File: config.mk
export PLATFORM = sky130hd
export DESIGN_NAME = ctm_timer
export DESIGN_NICKNAME = d
export VERILOG_FILES = /design/src/hw/ctm_pkg.sv /design/src/hw/ctm_counter.sv /design/src/hw/ctm_tick_gen.sv /design/src/hw/ctm_timer.sv
export SDC_FILE = /design/constraint.sdc
export NUM_CORES = 1
export LEC_CHECK = 0
export ABC_AREA = 1
export BUFFER_PORTS_ARGS = -buffer_cell sky130_fd_sc_hd__buf_2
export CELL_PAD_IN_SITES_DETAIL_PLACEMENT = 0
export CELL_PAD_IN_SITES_GLOBAL_PLACEMENT = 1
export CORE_UTILIZATION = 40
export DETAILED_ROUTE_END_ITERATION = 7
export GPL_TIMING_DRIVEN = 1
export PLACE_DENSITY_LB_ADDON = 0.08
export RECOVER_POWER = 25
export SLEW_MARGIN = 20
export SYNTH_ARGS = -nofsm -noshare
export SYNTH_HDL_FRONTEND = slang
export SYNTH_SLANG_ARGS = --single-unit
File: constraint.sdc
create_clock -name clock -period 2.2 [get_ports clock]
set_input_delay 0.22 -clock clock [delete_from_list [all_inputs] [get_ports clock]]
set_output_delay 0.22 -clock clock [all_outputs]
set_load 0.03 [all_outputs]
File: src/hw/ctm_pkg.sv
// Package for the clock timer control block: register map, field layout, reset values and timing counts.
// Assumes a 4-bit register port with 12-bit addresses and a single 40 MHz clock.
package ctm_pkg;
  // ==========================================================================
  // Register map
  localparam logic [11:0] CTM_ADDR_FLAGS = 12'hf00;
  localparam logic [11:0] CTM_ADDR_ENABLE = 12'hf10;
  localparam logic [11:0] CTM_ADDR_COUNT_LO = 12'hf20;
  localparam logic [11:0] CTM_ADDR_COUNT_HI = 12'hf21;
  localparam logic [11:0] CTM_ADDR_CONTROL = 12'hf76;
  // ==========================================================================
  // Field layout
  localparam int CTM_BIT_WDOG_CLEAR = 0;
  localparam int CTM_BIT_COUNT_CLEAR = 1;
  // Counter bit positions feeding the tick flags (32, 8, 2, 1 Hz).
  localparam int CTM_CNT_BIT_32HZ = 2;
  localparam int CTM_CNT_BIT_8HZ = 4;
  localparam int CTM_CNT_BIT_2HZ = 6;
  localparam int CTM_CNT_BIT_1HZ = 7;
  // ==========================================================================
  // Reset values
  localparam logic [7:0] CTM_COUNT_RESET = 8'h00;
  localparam logic [3:0] CTM_FLAGS_RESET = 4'h0;
  localparam logic [3:0] CTM_ENABLE_RESET = 4'h0;
  // ==========================================================================
  // Timing
  localparam longint CTM_CLOCK_HZ = 40000000;
  localparam longint CTM_TICK_HZ = 256;
  localparam int CTM_TICK_CYCLES = int'(CTM_CLOCK_HZ / CTM_TICK_HZ);
endpackage : ctm_pkg

File: src/hw/ctm_counter.sv
// Eight-bit binary up-counter advanced by the 256 Hz tick.
// Assumes tick is a one-cycle pulse on the same clock.
`timescale 1ns/10ps
`default_nettype none
module ctm_counter #(
  parameter int WIDTH = 8
) (
  input wire logic clock, // System clock.
  input wire logic rst_b, // Synchronous reset, active low.
  input wire logic tick, // Count enable pulse.
  input wire logic clear, // Clear pulse.
  output logic [WIDTH-1:0] count // Counter value.
);
  import ctm_pkg::*;
  if (WIDTH != 8) begin : g_bad_width
    $error("ctm_counter: WIDTH must be 8");
  end
  // ==========================================================================
  // Counter
  always_ff @(posedge clock) begin
    if (!rst_b) begin
      count <= CTM_COUNT_RESET;
    end else if (clear) begin
      count <= CTM_COUNT_RESET;
    end else if (tick) begin
      count <= count + WIDTH'(1);
    end
  end
endmodule : ctm_counter
`default_nettype wire

File: src/hw/ctm_tick_gen.sv
// Tick generator: divides the system clock down to the 256 Hz counter tick.
// Assumes the divide ratio fits in 32 bits; the restart input restarts the phase.
`timescale 1ns/10ps
`default_nettype none
module ctm_tick_gen #(
  parameter int DIVIDE = ctm_pkg::CTM_TICK_CYCLES
) (
  input wire logic clock, // System clock.
  input wire logic rst_b, // Synchronous reset, active low.
  input wire logic restart, // Restart the divider phase.
  output logic tick // One-cycle tick pulse.
);
  import ctm_pkg::*;
  logic [31:0] div_reg;
  if (DIVIDE < 2) begin : g_bad_divide
    $error("ctm_tick_gen: DIVIDE must be at least 2");
  end
  // ==========================================================================
  // Divider
  always_ff @(posedge clock) begin
    if (!rst_b || restart) begin
      div_reg <= 32'h0;
      tick <= 1'b0;
    end else if (div_reg == 32'(DIVIDE - 1)) begin
      div_reg <= 32'h0;
      tick <= 1'b1;
    end else begin
      div_reg <= div_reg + 32'h1;
      tick <= 1'b0;
    end
  end
endmodule : ctm_tick_gen
`default_nettype wire

File: src/hw/ctm_timer.sv
// Clock timer control: counter readout, clear strobe, tick flags, enables and interrupt request.
// Assumes a single-cycle read/write strobe port from the CPU core and read data one cycle later.
//
// Implementation choice: the strobed register port.
`timescale 1ns/10ps
`default_nettype none
module ctm_timer #(
  parameter int TICK_DIVIDE = ctm_pkg::CTM_TICK_CYCLES
) (
  input wire logic clock, // 40 MHz system clock.
  input wire logic rst_b, // Synchronous reset, active low.
  input wire logic [11:0] addr, // Register address.
  input wire logic [3:0] wdata, // Write data.
  input wire logic wr_stb, // Write strobe.
  input wire logic rd_stb, // Read strobe.
  output logic [3:0] rdata, // Read data, valid the cycle after rd_stb.
  output logic timer_irq, // Interrupt request to the core.
  output logic watchdog_clear_strobe // Pulse to the watchdog.
);
  import ctm_pkg::*;

  if (TICK_DIVIDE < 2) begin : g_bad_divide
    $error("ctm_timer: TICK_DIVIDE must be at least 2");
  end

  logic tick;
  logic count_clear;
  logic [7:0] count;
  logic [3:0] taps;
  logic [3:0] taps_reg;
  logic [3:0] tick_flag_bank_reg;
  logic [3:0] tick_enable_bank_reg;
  logic [3:0] rdata_next;
  logic flag_read;

  // ==========================================================================
  // Register decode
  function automatic logic hit(input logic [11:0] a, input logic [11:0] target);
    hit = (a == target);
  endfunction

  assign count_clear = wr_stb && hit(addr, CTM_ADDR_CONTROL) && wdata[CTM_BIT_COUNT_CLEAR];
  assign flag_read = rd_stb && hit(addr, CTM_ADDR_FLAGS);

  // ==========================================================================
  // Tick and counter
  // Restarting the divider on clear gives a full tick period after the clear.
  ctm_tick_gen #(.DIVIDE(TICK_DIVIDE)) u_tick (
    .clock(clock),
    .rst_b(rst_b),
    .restart(count_clear),
    .tick(tick)
  );

  ctm_counter #(.WIDTH(8)) u_count (
    .clock(clock),
    .rst_b(rst_b),
    .tick(tick),
    .clear(count_clear),
    .count(count)
  );

  // ==========================================================================
  // Tick flags
  assign taps = {count[CTM_CNT_BIT_1HZ], count[CTM_CNT_BIT_2HZ], count[CTM_CNT_BIT_8HZ], count[CTM_CNT_BIT_32HZ]};

  always_ff @(posedge clock) begin
    if (!rst_b) begin
      taps_reg <= 4'h0;
    end else begin
      taps_reg <= taps;
    end
  end

  // A clear that drops a high tapped counter bit (2, 4, 6 or 7) looks like a falling edge and sets that bit's flag.
  // A set in the same cycle as the clearing read wins, so no event is lost.
  always_ff @(posedge clock) begin
    if (!rst_b) begin
      tick_flag_bank_reg <= CTM_FLAGS_RESET;
    end else begin
      tick_flag_bank_reg <= (flag_read ? 4'h0 : tick_flag_bank_reg) | (taps_reg & ~taps);
    end
  end

  // ==========================================================================
  // Enables
  always_ff @(posedge clock) begin
    if (!rst_b) begin
      tick_enable_bank_reg <= CTM_ENABLE_RESET;
    end else if (wr_stb && hit(addr, CTM_ADDR_ENABLE)) begin
      tick_enable_bank_reg <= wdata;
    end
  end

  // ==========================================================================
  // Outputs
  always_ff @(posedge clock) begin
    if (!rst_b) begin
      timer_irq <= 1'b0;
    end else begin
      timer_irq <= |(tick_flag_bank_reg & tick_enable_bank_reg);
    end
  end

  always_ff @(posedge clock) begin
    if (!rst_b) begin
      watchdog_clear_strobe <= 1'b0;
    end else begin
      watchdog_clear_strobe <= wr_stb && hit(addr, CTM_ADDR_CONTROL) && wdata[CTM_BIT_WDOG_CLEAR];
    end
  end

  // Counter nibbles have no write path at all.
  always_comb begin
    rdata_next = 4'h0;
    if (hit(addr, CTM_ADDR_FLAGS)) begin
      rdata_next = tick_flag_bank_reg;
    end else if (hit(addr, CTM_ADDR_ENABLE)) begin
      rdata_next = tick_enable_bank_reg;
    end else if (hit(addr, CTM_ADDR_COUNT_LO)) begin
      rdata_next = count[3:0];
    end else if (hit(addr, CTM_ADDR_COUNT_HI)) begin
      rdata_next = count[7:4];
    end else if (hit(addr, CTM_ADDR_CONTROL)) begin
      rdata_next = 4'h0;
    end
  end

  always_ff @(posedge clock) begin
    if (!rst_b) begin
      rdata <= 4'h0;
    end else begin
      rdata <= rd_stb ? rdata_next : 4'h0;
    end
  end

  // ==========================================================================
  // Assertions
  property p_count_clear;
    @(posedge clock) disable iff (!rst_b) count_clear |=> (count == 8'h00);
  endproperty
  a_count_clear: assert property (p_count_clear) else $error("counter not cleared");

  property p_count_hold;
    @(posedge clock) disable iff (!rst_b) (!tick && !count_clear) |=> $stable(count);
  endproperty
  a_count_hold: assert property (p_count_hold) else $error("counter moved without tick");

  property p_count_step;
    @(posedge clock) disable iff (!rst_b) (tick && !count_clear) |=> (count == $past(count) + 8'h01);
  endproperty
  a_count_step: assert property (p_count_step) else $error("counter did not step");

  property p_flag_set;
    @(posedge clock) disable iff (!rst_b) (taps_reg[0] && !taps[0]) |=> tick_flag_bank_reg[0];
  endproperty
  a_flag_set: assert property (p_flag_set) else $error("32 Hz flag missed");

  property p_flag_read_clear;
    @(posedge clock) disable iff (!rst_b) (flag_read && (taps_reg == taps)) |=> (tick_flag_bank_reg == 4'h0);
  endproperty
  a_flag_read_clear: assert property (p_flag_read_clear) else $error("flags not cleared by read");

  property p_read_data;
    @(posedge clock) disable iff (!rst_b) (rd_stb && hit(addr, CTM_ADDR_COUNT_HI)) |=> (rdata == $past(count[7:4]));
  endproperty
  a_read_data: assert property (p_read_data) else $error("high nibble readback wrong");

  property p_clear_reads_zero;
    @(posedge clock) disable iff (!rst_b) (rd_stb && hit(addr, CTM_ADDR_CONTROL)) |=> (rdata == 4'h0);
  endproperty
  a_clear_reads_zero: assert property (p_clear_reads_zero) else $error("control read not zero");

  property p_irq;
    @(posedge clock) disable iff (!rst_b) |(tick_flag_bank_reg & tick_enable_bank_reg) |=> timer_irq;
  endproperty
  a_irq: assert property (p_irq) else $error("interrupt not raised");

  property p_enable_write;
    @(posedge clock) disable iff (!rst_b) (wr_stb && hit(addr, CTM_ADDR_ENABLE)) |=> (tick_enable_bank_reg == $past(wdata));
  endproperty
  a_enable_write: assert property (p_enable_write) else $error("enable write lost");

  property p_flag_set_8hz;
    @(posedge clock) disable iff (!rst_b) (taps_reg[1] && !taps[1]) |=> tick_flag_bank_reg[1];
  endproperty
  a_flag_set_8hz: assert property (p_flag_set_8hz) else $error("8 Hz flag missed");

  property p_flag_set_2hz;
    @(posedge clock) disable iff (!rst_b) (taps_reg[2] && !taps[2]) |=> tick_flag_bank_reg[2];
  endproperty
  a_flag_set_2hz: assert property (p_flag_set_2hz) else $error("2 Hz flag missed");

  property p_flag_set_1hz;
    @(posedge clock) disable iff (!rst_b) (taps_reg[3] && !taps[3]) |=> tick_flag_bank_reg[3];
  endproperty
  a_flag_set_1hz: assert property (p_flag_set_1hz) else $error("1 Hz flag missed");

  property p_flag_no_spurious;
    @(posedge clock) disable iff (!rst_b)
      ((taps_reg & ~taps) == 4'h0) |=> ((tick_flag_bank_reg & ~$past(tick_flag_bank_reg)) == 4'h0);
  endproperty
  a_flag_no_spurious: assert property (p_flag_no_spurious) else $error("flag set without falling edge");

  property p_flag_hold;
    @(posedge clock) disable iff (!rst_b)
      !flag_read |=> ((tick_flag_bank_reg & $past(tick_flag_bank_reg)) == $past(tick_flag_bank_reg));
  endproperty
  a_flag_hold: assert property (p_flag_hold) else $error("flag dropped without a read");

  property p_flag_write_ignored;
    @(posedge clock) disable iff (!rst_b)
      (wr_stb && hit(addr, CTM_ADDR_FLAGS) && !flag_read && (taps_reg == taps)) |=> $stable(tick_flag_bank_reg);
  endproperty
  a_flag_write_ignored: assert property (p_flag_write_ignored) else $error("flag write took effect");

  property p_clear_flag_side;
    @(posedge clock) disable iff (!rst_b) (count_clear && count[CTM_CNT_BIT_32HZ]) |=> ##1 tick_flag_bank_reg[0];
  endproperty
  a_clear_flag_side: assert property (p_clear_flag_side) else $error("clear edge did not set flag");

  property p_count_write_ignored;
    @(posedge clock) disable iff (!rst_b)
      (wr_stb && (hit(addr, CTM_ADDR_COUNT_LO) || hit(addr, CTM_ADDR_COUNT_HI)) && !tick) |=> $stable(count);
  endproperty
  a_count_write_ignored: assert property (p_count_write_ignored) else $error("counter write took effect");

  property p_clear_zero_noop;
    @(posedge clock) disable iff (!rst_b)
      (wr_stb && hit(addr, CTM_ADDR_CONTROL) && !wdata[CTM_BIT_COUNT_CLEAR] && !tick) |=> $stable(count);
  endproperty
  a_clear_zero_noop: assert property (p_clear_zero_noop) else $error("zero write moved counter");

  property p_clear_restarts;
    @(posedge clock) disable iff (!rst_b) count_clear |=> !tick;
  endproperty
  a_clear_restarts: assert property (p_clear_restarts) else $error("tick right after clear");

  property p_tick_pulse;
    @(posedge clock) disable iff (!rst_b) tick |=> !tick;
  endproperty
  a_tick_pulse: assert property (p_tick_pulse) else $error("tick longer than one cycle");

  property p_read_low;
    @(posedge clock) disable iff (!rst_b) (rd_stb && hit(addr, CTM_ADDR_COUNT_LO)) |=> (rdata == $past(count[3:0]));
  endproperty
  a_read_low: assert property (p_read_low) else $error("low nibble readback wrong");

  property p_read_flags;
    @(posedge clock) disable iff (!rst_b) (rd_stb && hit(addr, CTM_ADDR_FLAGS)) |=> (rdata == $past(tick_flag_bank_reg));
  endproperty
  a_read_flags: assert property (p_read_flags) else $error("flag readback wrong");

  property p_read_enable;
    @(posedge clock) disable iff (!rst_b) (rd_stb && hit(addr, CTM_ADDR_ENABLE)) |=> (rdata == $past(tick_enable_bank_reg));
  endproperty
  a_read_enable: assert property (p_read_enable) else $error("enable readback wrong");

  property p_enable_hold;
    @(posedge clock) disable iff (!rst_b) !(wr_stb && hit(addr, CTM_ADDR_ENABLE)) |=> $stable(tick_enable_bank_reg);
  endproperty
  a_enable_hold: assert property (p_enable_hold) else $error("enables moved without a write");

  property p_irq_low;
    @(posedge clock) disable iff (!rst_b) !(|(tick_flag_bank_reg & tick_enable_bank_reg)) |=> !timer_irq;
  endproperty
  a_irq_low: assert property (p_irq_low) else $error("interrupt without enabled flag");

  property p_enable_masks;
    @(posedge clock) disable iff (!rst_b) (tick_enable_bank_reg == 4'h0) |=> !timer_irq;
  endproperty
  a_enable_masks: assert property (p_enable_masks) else $error("masked interrupt raised");

  property p_count_reset;
    @(posedge clock) !rst_b |=> (count == CTM_COUNT_RESET);
  endproperty
  a_count_reset: assert property (p_count_reset) else $error("counter not reset");

  property p_flags_reset;
    @(posedge clock) !rst_b |=> (tick_flag_bank_reg == CTM_FLAGS_RESET);
  endproperty
  a_flags_reset: assert property (p_flags_reset) else $error("flags not reset");

  property p_enable_reset;
    @(posedge clock) !rst_b |=> (tick_enable_bank_reg == CTM_ENABLE_RESET);
  endproperty
  a_enable_reset: assert property (p_enable_reset) else $error("enables not reset");

  property p_irq_reset;
    @(posedge clock) !rst_b |=> !timer_irq;
  endproperty
  a_irq_reset: assert property (p_irq_reset) else $error("interrupt high after reset");
endmodule : ctm_timer
`default_nettype wire

# == After elaboration in Yosys (flattened, before gate mapping) ==
# Cells that the tools add are included.
# totals
ff_bits,59
in_bits,20
out_inout_bits,6
wordCells,39
# op_classes
add_sub_neg,2
n_eq_ne,6
mux,6
bitwise,5
n_reduce_logical,11
# ops
cell,n
equality test 12 bit (second input constant),5
adder 32 x 1 -> 32 bit (second input constant),1
equality test 32 x 18 -> 1 bit (second input constant),1
two-way mux 4 bit,5
adder 8 x 1 -> 8 bit (second input constant),1
bitwise AND 4 bit,2
logical AND 1 bit,5
inverter 4 bit,1
bitwise OR 4 bit,1
OR reduction 2 bit,2
OR reduction 4 bit,1
AND reduction 2 bit,1
logical NOT 1 bit,1
logical OR 1 bit,1
two-way mux 1 bit,1
inverter 1 bit,1

# == Longest topological paths before layout ==
# depth
word_depth,5
mapped_depth,12
ltp_nobuf,12

# == Hierarchy ==
# From an unflattened synthesis, not the netlist that was laid out.
# unflattened
cells_unflattened,515
hier_area_um2,3319.4
# modules_own_cells
module,n_inst,cells_each,area_each_um2,seq_area_each_um2
ctm_tick_gen,1,330,2020.7,660.6
ctm_timer,1,135,937.1,360.3
ctm_counter,1,50,361.6,160.2

# == Worst setup path before layout ==
# OpenSTA, ideal clock, no wires.
# synth_path
path_type,reg-to-reg
startpoint,register u_tick.div_reg[0]
endpoint,register u_tick.div_reg[28]
setup_time_ps,109
arrival_time_ps,1424
t_required_ps,2091
setup_slack_ps,667
path_stages_with_launch,13
path_buffers,0
period_less_slack_ps,1533
cell_sequence,dfxtp_1 > ha_1 > nand2_2 > nor2_4 > nand2_4 > nor2_4 > nand2_2 > nor2_4 > nand2_1 > nand2_1 > nand2_1 > nand2_1 > inv_1
# synth_between
elab_chain_len,2
word_cells_on_any_way,3
classes_between,add/sub: 1; eq/ne: 1; reduce/logical: 1
# synth_lines
element,line_no,rtl
from (decl),ctm_tick_gen.sv:14,logic [31:0] div_reg;
from (signal assigned),ctm_tick_gen.sv:28,div_reg <= div_reg + 32'h1;
"parallel branches: the longest is 2 deep, another holds adder 32 x 1 -> 32 bit",n/a,
# Several ways; the timed one is not identified.
# A chain may end at the register's enable or synchronous reset.

# == Worst setup path after layout ==
# Ends and elaborated chain as after synthesis.

==> results_dict.tcl <==
set metrics [dict create \
    period_needed_ns 1.75 \
    fin_crit_sh 0.795 \
    power.internal_mw 1.63 \
    start_util 0.422 \
    post-cts-setup-buffer-count 0 \
    crit_path_end_kind "flop" \
    cp_data_required_time_ns 2.45 \
    r2r-start "u_tick.div_reg[0]" \
    p_per_area_mw_per_mm2 610 \
    drive_above_1_share 0.143 \
    die_h_um 90.5 \
    area_growth_syn_to_layout_pct 13.0 \
    busiest_layer "met1" \
    tritoncts "yes" \
    async_reset_ff_frac 0 \
    switching_power_mw 0.528 \
    dp_hpwl_um 5720 \
    clk_latency_ns 0.35 \
    reg2reg_to "u_tick.div_reg[28]" \
    grt_pass1_vias 2444 \
    wl_per_cell_um 12.4 \
    arrival_ns 2.00 \
    io_buffers 25 \
    maxCapViolations 0 \
    grt_use_met2 0.243 \
    rsz0062_at_grt "no" \
    die_x_um 90.5 \
    antenna_found_initial 0 \
    routabilityCongestion 0.814 \
    ant_nets 0 \
    synth.area.top_cells "dfxtp_1 38%, nand2_1 13%, nor2_1 8.2%" \
    synth_top_cell_area_share 0.377 \
    max_freq_ghz 0.572 \
    drtIter0Drc 112 \
    routed_wl_um 7200 \
    cts-root-buf "clkbuf_8" \
    clockPowerShare 0.465 \
    hold_start "wdata[0]" \
    fin_setup_tns_ns 0 \
    hp-class "in -> reg" \
    hold_buffers 0 \
    slew_violations 0 \
    fin_skew_ns 0.00870 \
    reg2reg_depth 12 \
    avgSynthCellArea_um2 7.03 \
    rows 31 \
    p_seq_frac 0.501 \
    clock_path_buffers 2 \
    core-area_mm2 0.00741 \
    grt_use_met1 0.294 \
    fin_area_mm2 0.00354 \
    overflow 0 \
    placed_cell_area_mm2 0.00336 \
    synth.net_count 468 \
    holdPathStages 3 \
    use_met3 0.0581 \
    grt_first_pass_wirelength_um 12200 \
    drc 0 \
    dr.pass1.iters 4 \
    total_power_mw 2.16 \
    holdPathEnd "watchdog_clear_strobe" \
    startpoint "u_tick.div_reg[0]" \
    yosysWarnings 0 \
    fin_nets 501 \
    synth_edf_count 0 \
    cts.clk_slew.worst_paths_ns 0.08 \
    worst_slew_pin_slew_ns 0.531 \
    synth_ff_type "dfxtp_1" \
    synth_area_leader_cell "dfxtp_1" \
    startpoint_type "flop" \
    synth_cells 445 \
    ff2ff_setup_slack_ns 0.45 \
    synth.distinct_cells 33 \
    vias 2720 \
    cp_max_fo 5 \
    n_antenna_cell 0 \
    ys_seq_area_frac 0.377 \
    cts_sinks 59 \
    ys_seq_elements 59 \
    power_frac_comb 0.034 \
    maxSlewHeadroom 0.643 \
    status "completed" \
    die-area_mm2 0.00818 \
    grt.total_usage 0.191 \
    htree_levels 3 \
    grt_max_degree 21 \
    p_sw_frac 0.245 \
    hold_viol 0 \
    synth_area_mm2 0.00313 \
    cts_buffers 9 \
    criticalPathCategory "reg -> reg" \
    viasPerCell 4.67 \
    largest_register_ffs 32 \
    io_pins 26 \
    cts_resized 0 \
    peakVddDrop_mv 0.400 \
    leakagePower_nw 1.39 \
    setup-violations-final 0 \
]
power groups by stage:
| stage | Sequential, mW | Combinational, mW | Clock, mW |
|---|---|---|---|
| floorplan | 1.10 | 0.0459 | 0 |
| global placement | 1.10 | 0.0746 | 0 |
| detailed placement | 1.10 | 0.0760 | 0 |
| CTS | 1.08 | 0.0764 | 1.03 |
| global route | 1.08 | 0.0839 | 1.08 |
| finish | 1.08 | 0.0739 | 1.00 |
cell usage after synthesis, drive strengths merged, types with 7 or more instances:
library cell and count:
o21ai 10, nor2 81, nand3 29, nor3 16, a21oi 14, nand4 7, xor2 20, dfxtp 59
nand2 117, xnor2 7, inv 63
critical path, stage by stage (launching register included):
cell     delay [ns]
dfxtp_1        0.44
ha_1           0.28
nand2_2        0.09
nor2_4         0.18
nand2_4        0.11
nor2_4         0.11
nand2_2        0.08
nor2_4         0.11
nand2_1        0.06
nand2_1        0.05
nand2_1        0.05
nand2_1        0.05
inv_1          0.04
per-stage QoR:
stage	util	instances	hold slack [ns]	worst slack, ns
after floorplan	-	445	0.338	0.667
after global placement	0.453	566	0.437	0.435
after detailed placement	0.453	566	0.442	0.436
after CTS	0.480	582	0.0896	0.433
after global routing	0.477	582	0.131	0.280
final	0.477	582	0.101	0.452
how the worst max path moves through the flow:
| stage | endpoint | depth (start not counted) |
|---|---|---|
| after detailed placement | u_tick.div_reg[28] | 12 |
| after CTS | u_tick.div_reg[28] | 12 |
| after floorplan | u_tick.div_reg[28] | 12 |
| final | u_tick.div_reg[28] | 12 |
| after global routing | u_tick.div_reg[15] | 5 |
| after global placement | u_tick.div_reg[28] | 12 |
placed cells by master (no fill, tap or decap), types with 2 or more instances in the layout:
| cell | n |
|---|---|
| o21ai_0 | 10 |
| nand2_1 | 112 |
| nand3_2 | 2 |
| nand2_4 | 2 |
| nor2_1 | 70 |
| clkinv_4 | 3 |
| xor2_1 | 20 |
| a21oi_1 | 14 |
| buf_2 | 22 |
| nand3b_1 | 4 |
| nor3b_1 | 3 |
| clkbuf_1 | 3 |
| inv_2 | 5 |
| nor2_4 | 7 |
| nand2_2 | 3 |
| nor3_1 | 12 |
| clkbuf_8 | 9 |
| xnor2_1 | 7 |
| nor3_2 | 3 |
| dfxtp_1 | 59 |
| nand4_1 | 7 |
| nor4_1 | 2 |
| nand3_1 | 26 |
| nor2_2 | 4 |
| ha_1 | 3 |
| inv_1 | 58 |
routing by layer:
layer	vias to the layer above	share of wire
met5	-	0
met1	1200	0.56
met3	12	0.057
li1	1455	-
met2	53	0.37
met4	0	0.016
kinds of logic (layout without fill, tap and decap cells):
logic type                 after synthesis  after routing  synth area share
and+or+nand+nor                        261            261             0.401
adders and majority gates                3              3            0.0120
xor gates and xnor gates                27             27            0.0756
muxes                                    1              1           0.00320
buffers and inverters                   67            105            0.0852
DFF                                     59             59             0.377
AOI/OAI and AO/OA                       27             27            0.0460
area by class of cell:
type | count | area [um^2]
fill | 814 | 3870
multi-input combinational | 319 | 1660
sequential | 59 | 1180
inverter | 63 | 236
timing repair buffer | 26 | 129
clock buffer | 9 | 124
tap | 99 | 124
clock inverter | 7 | 77.6
(Power assumes the default switching activity.)
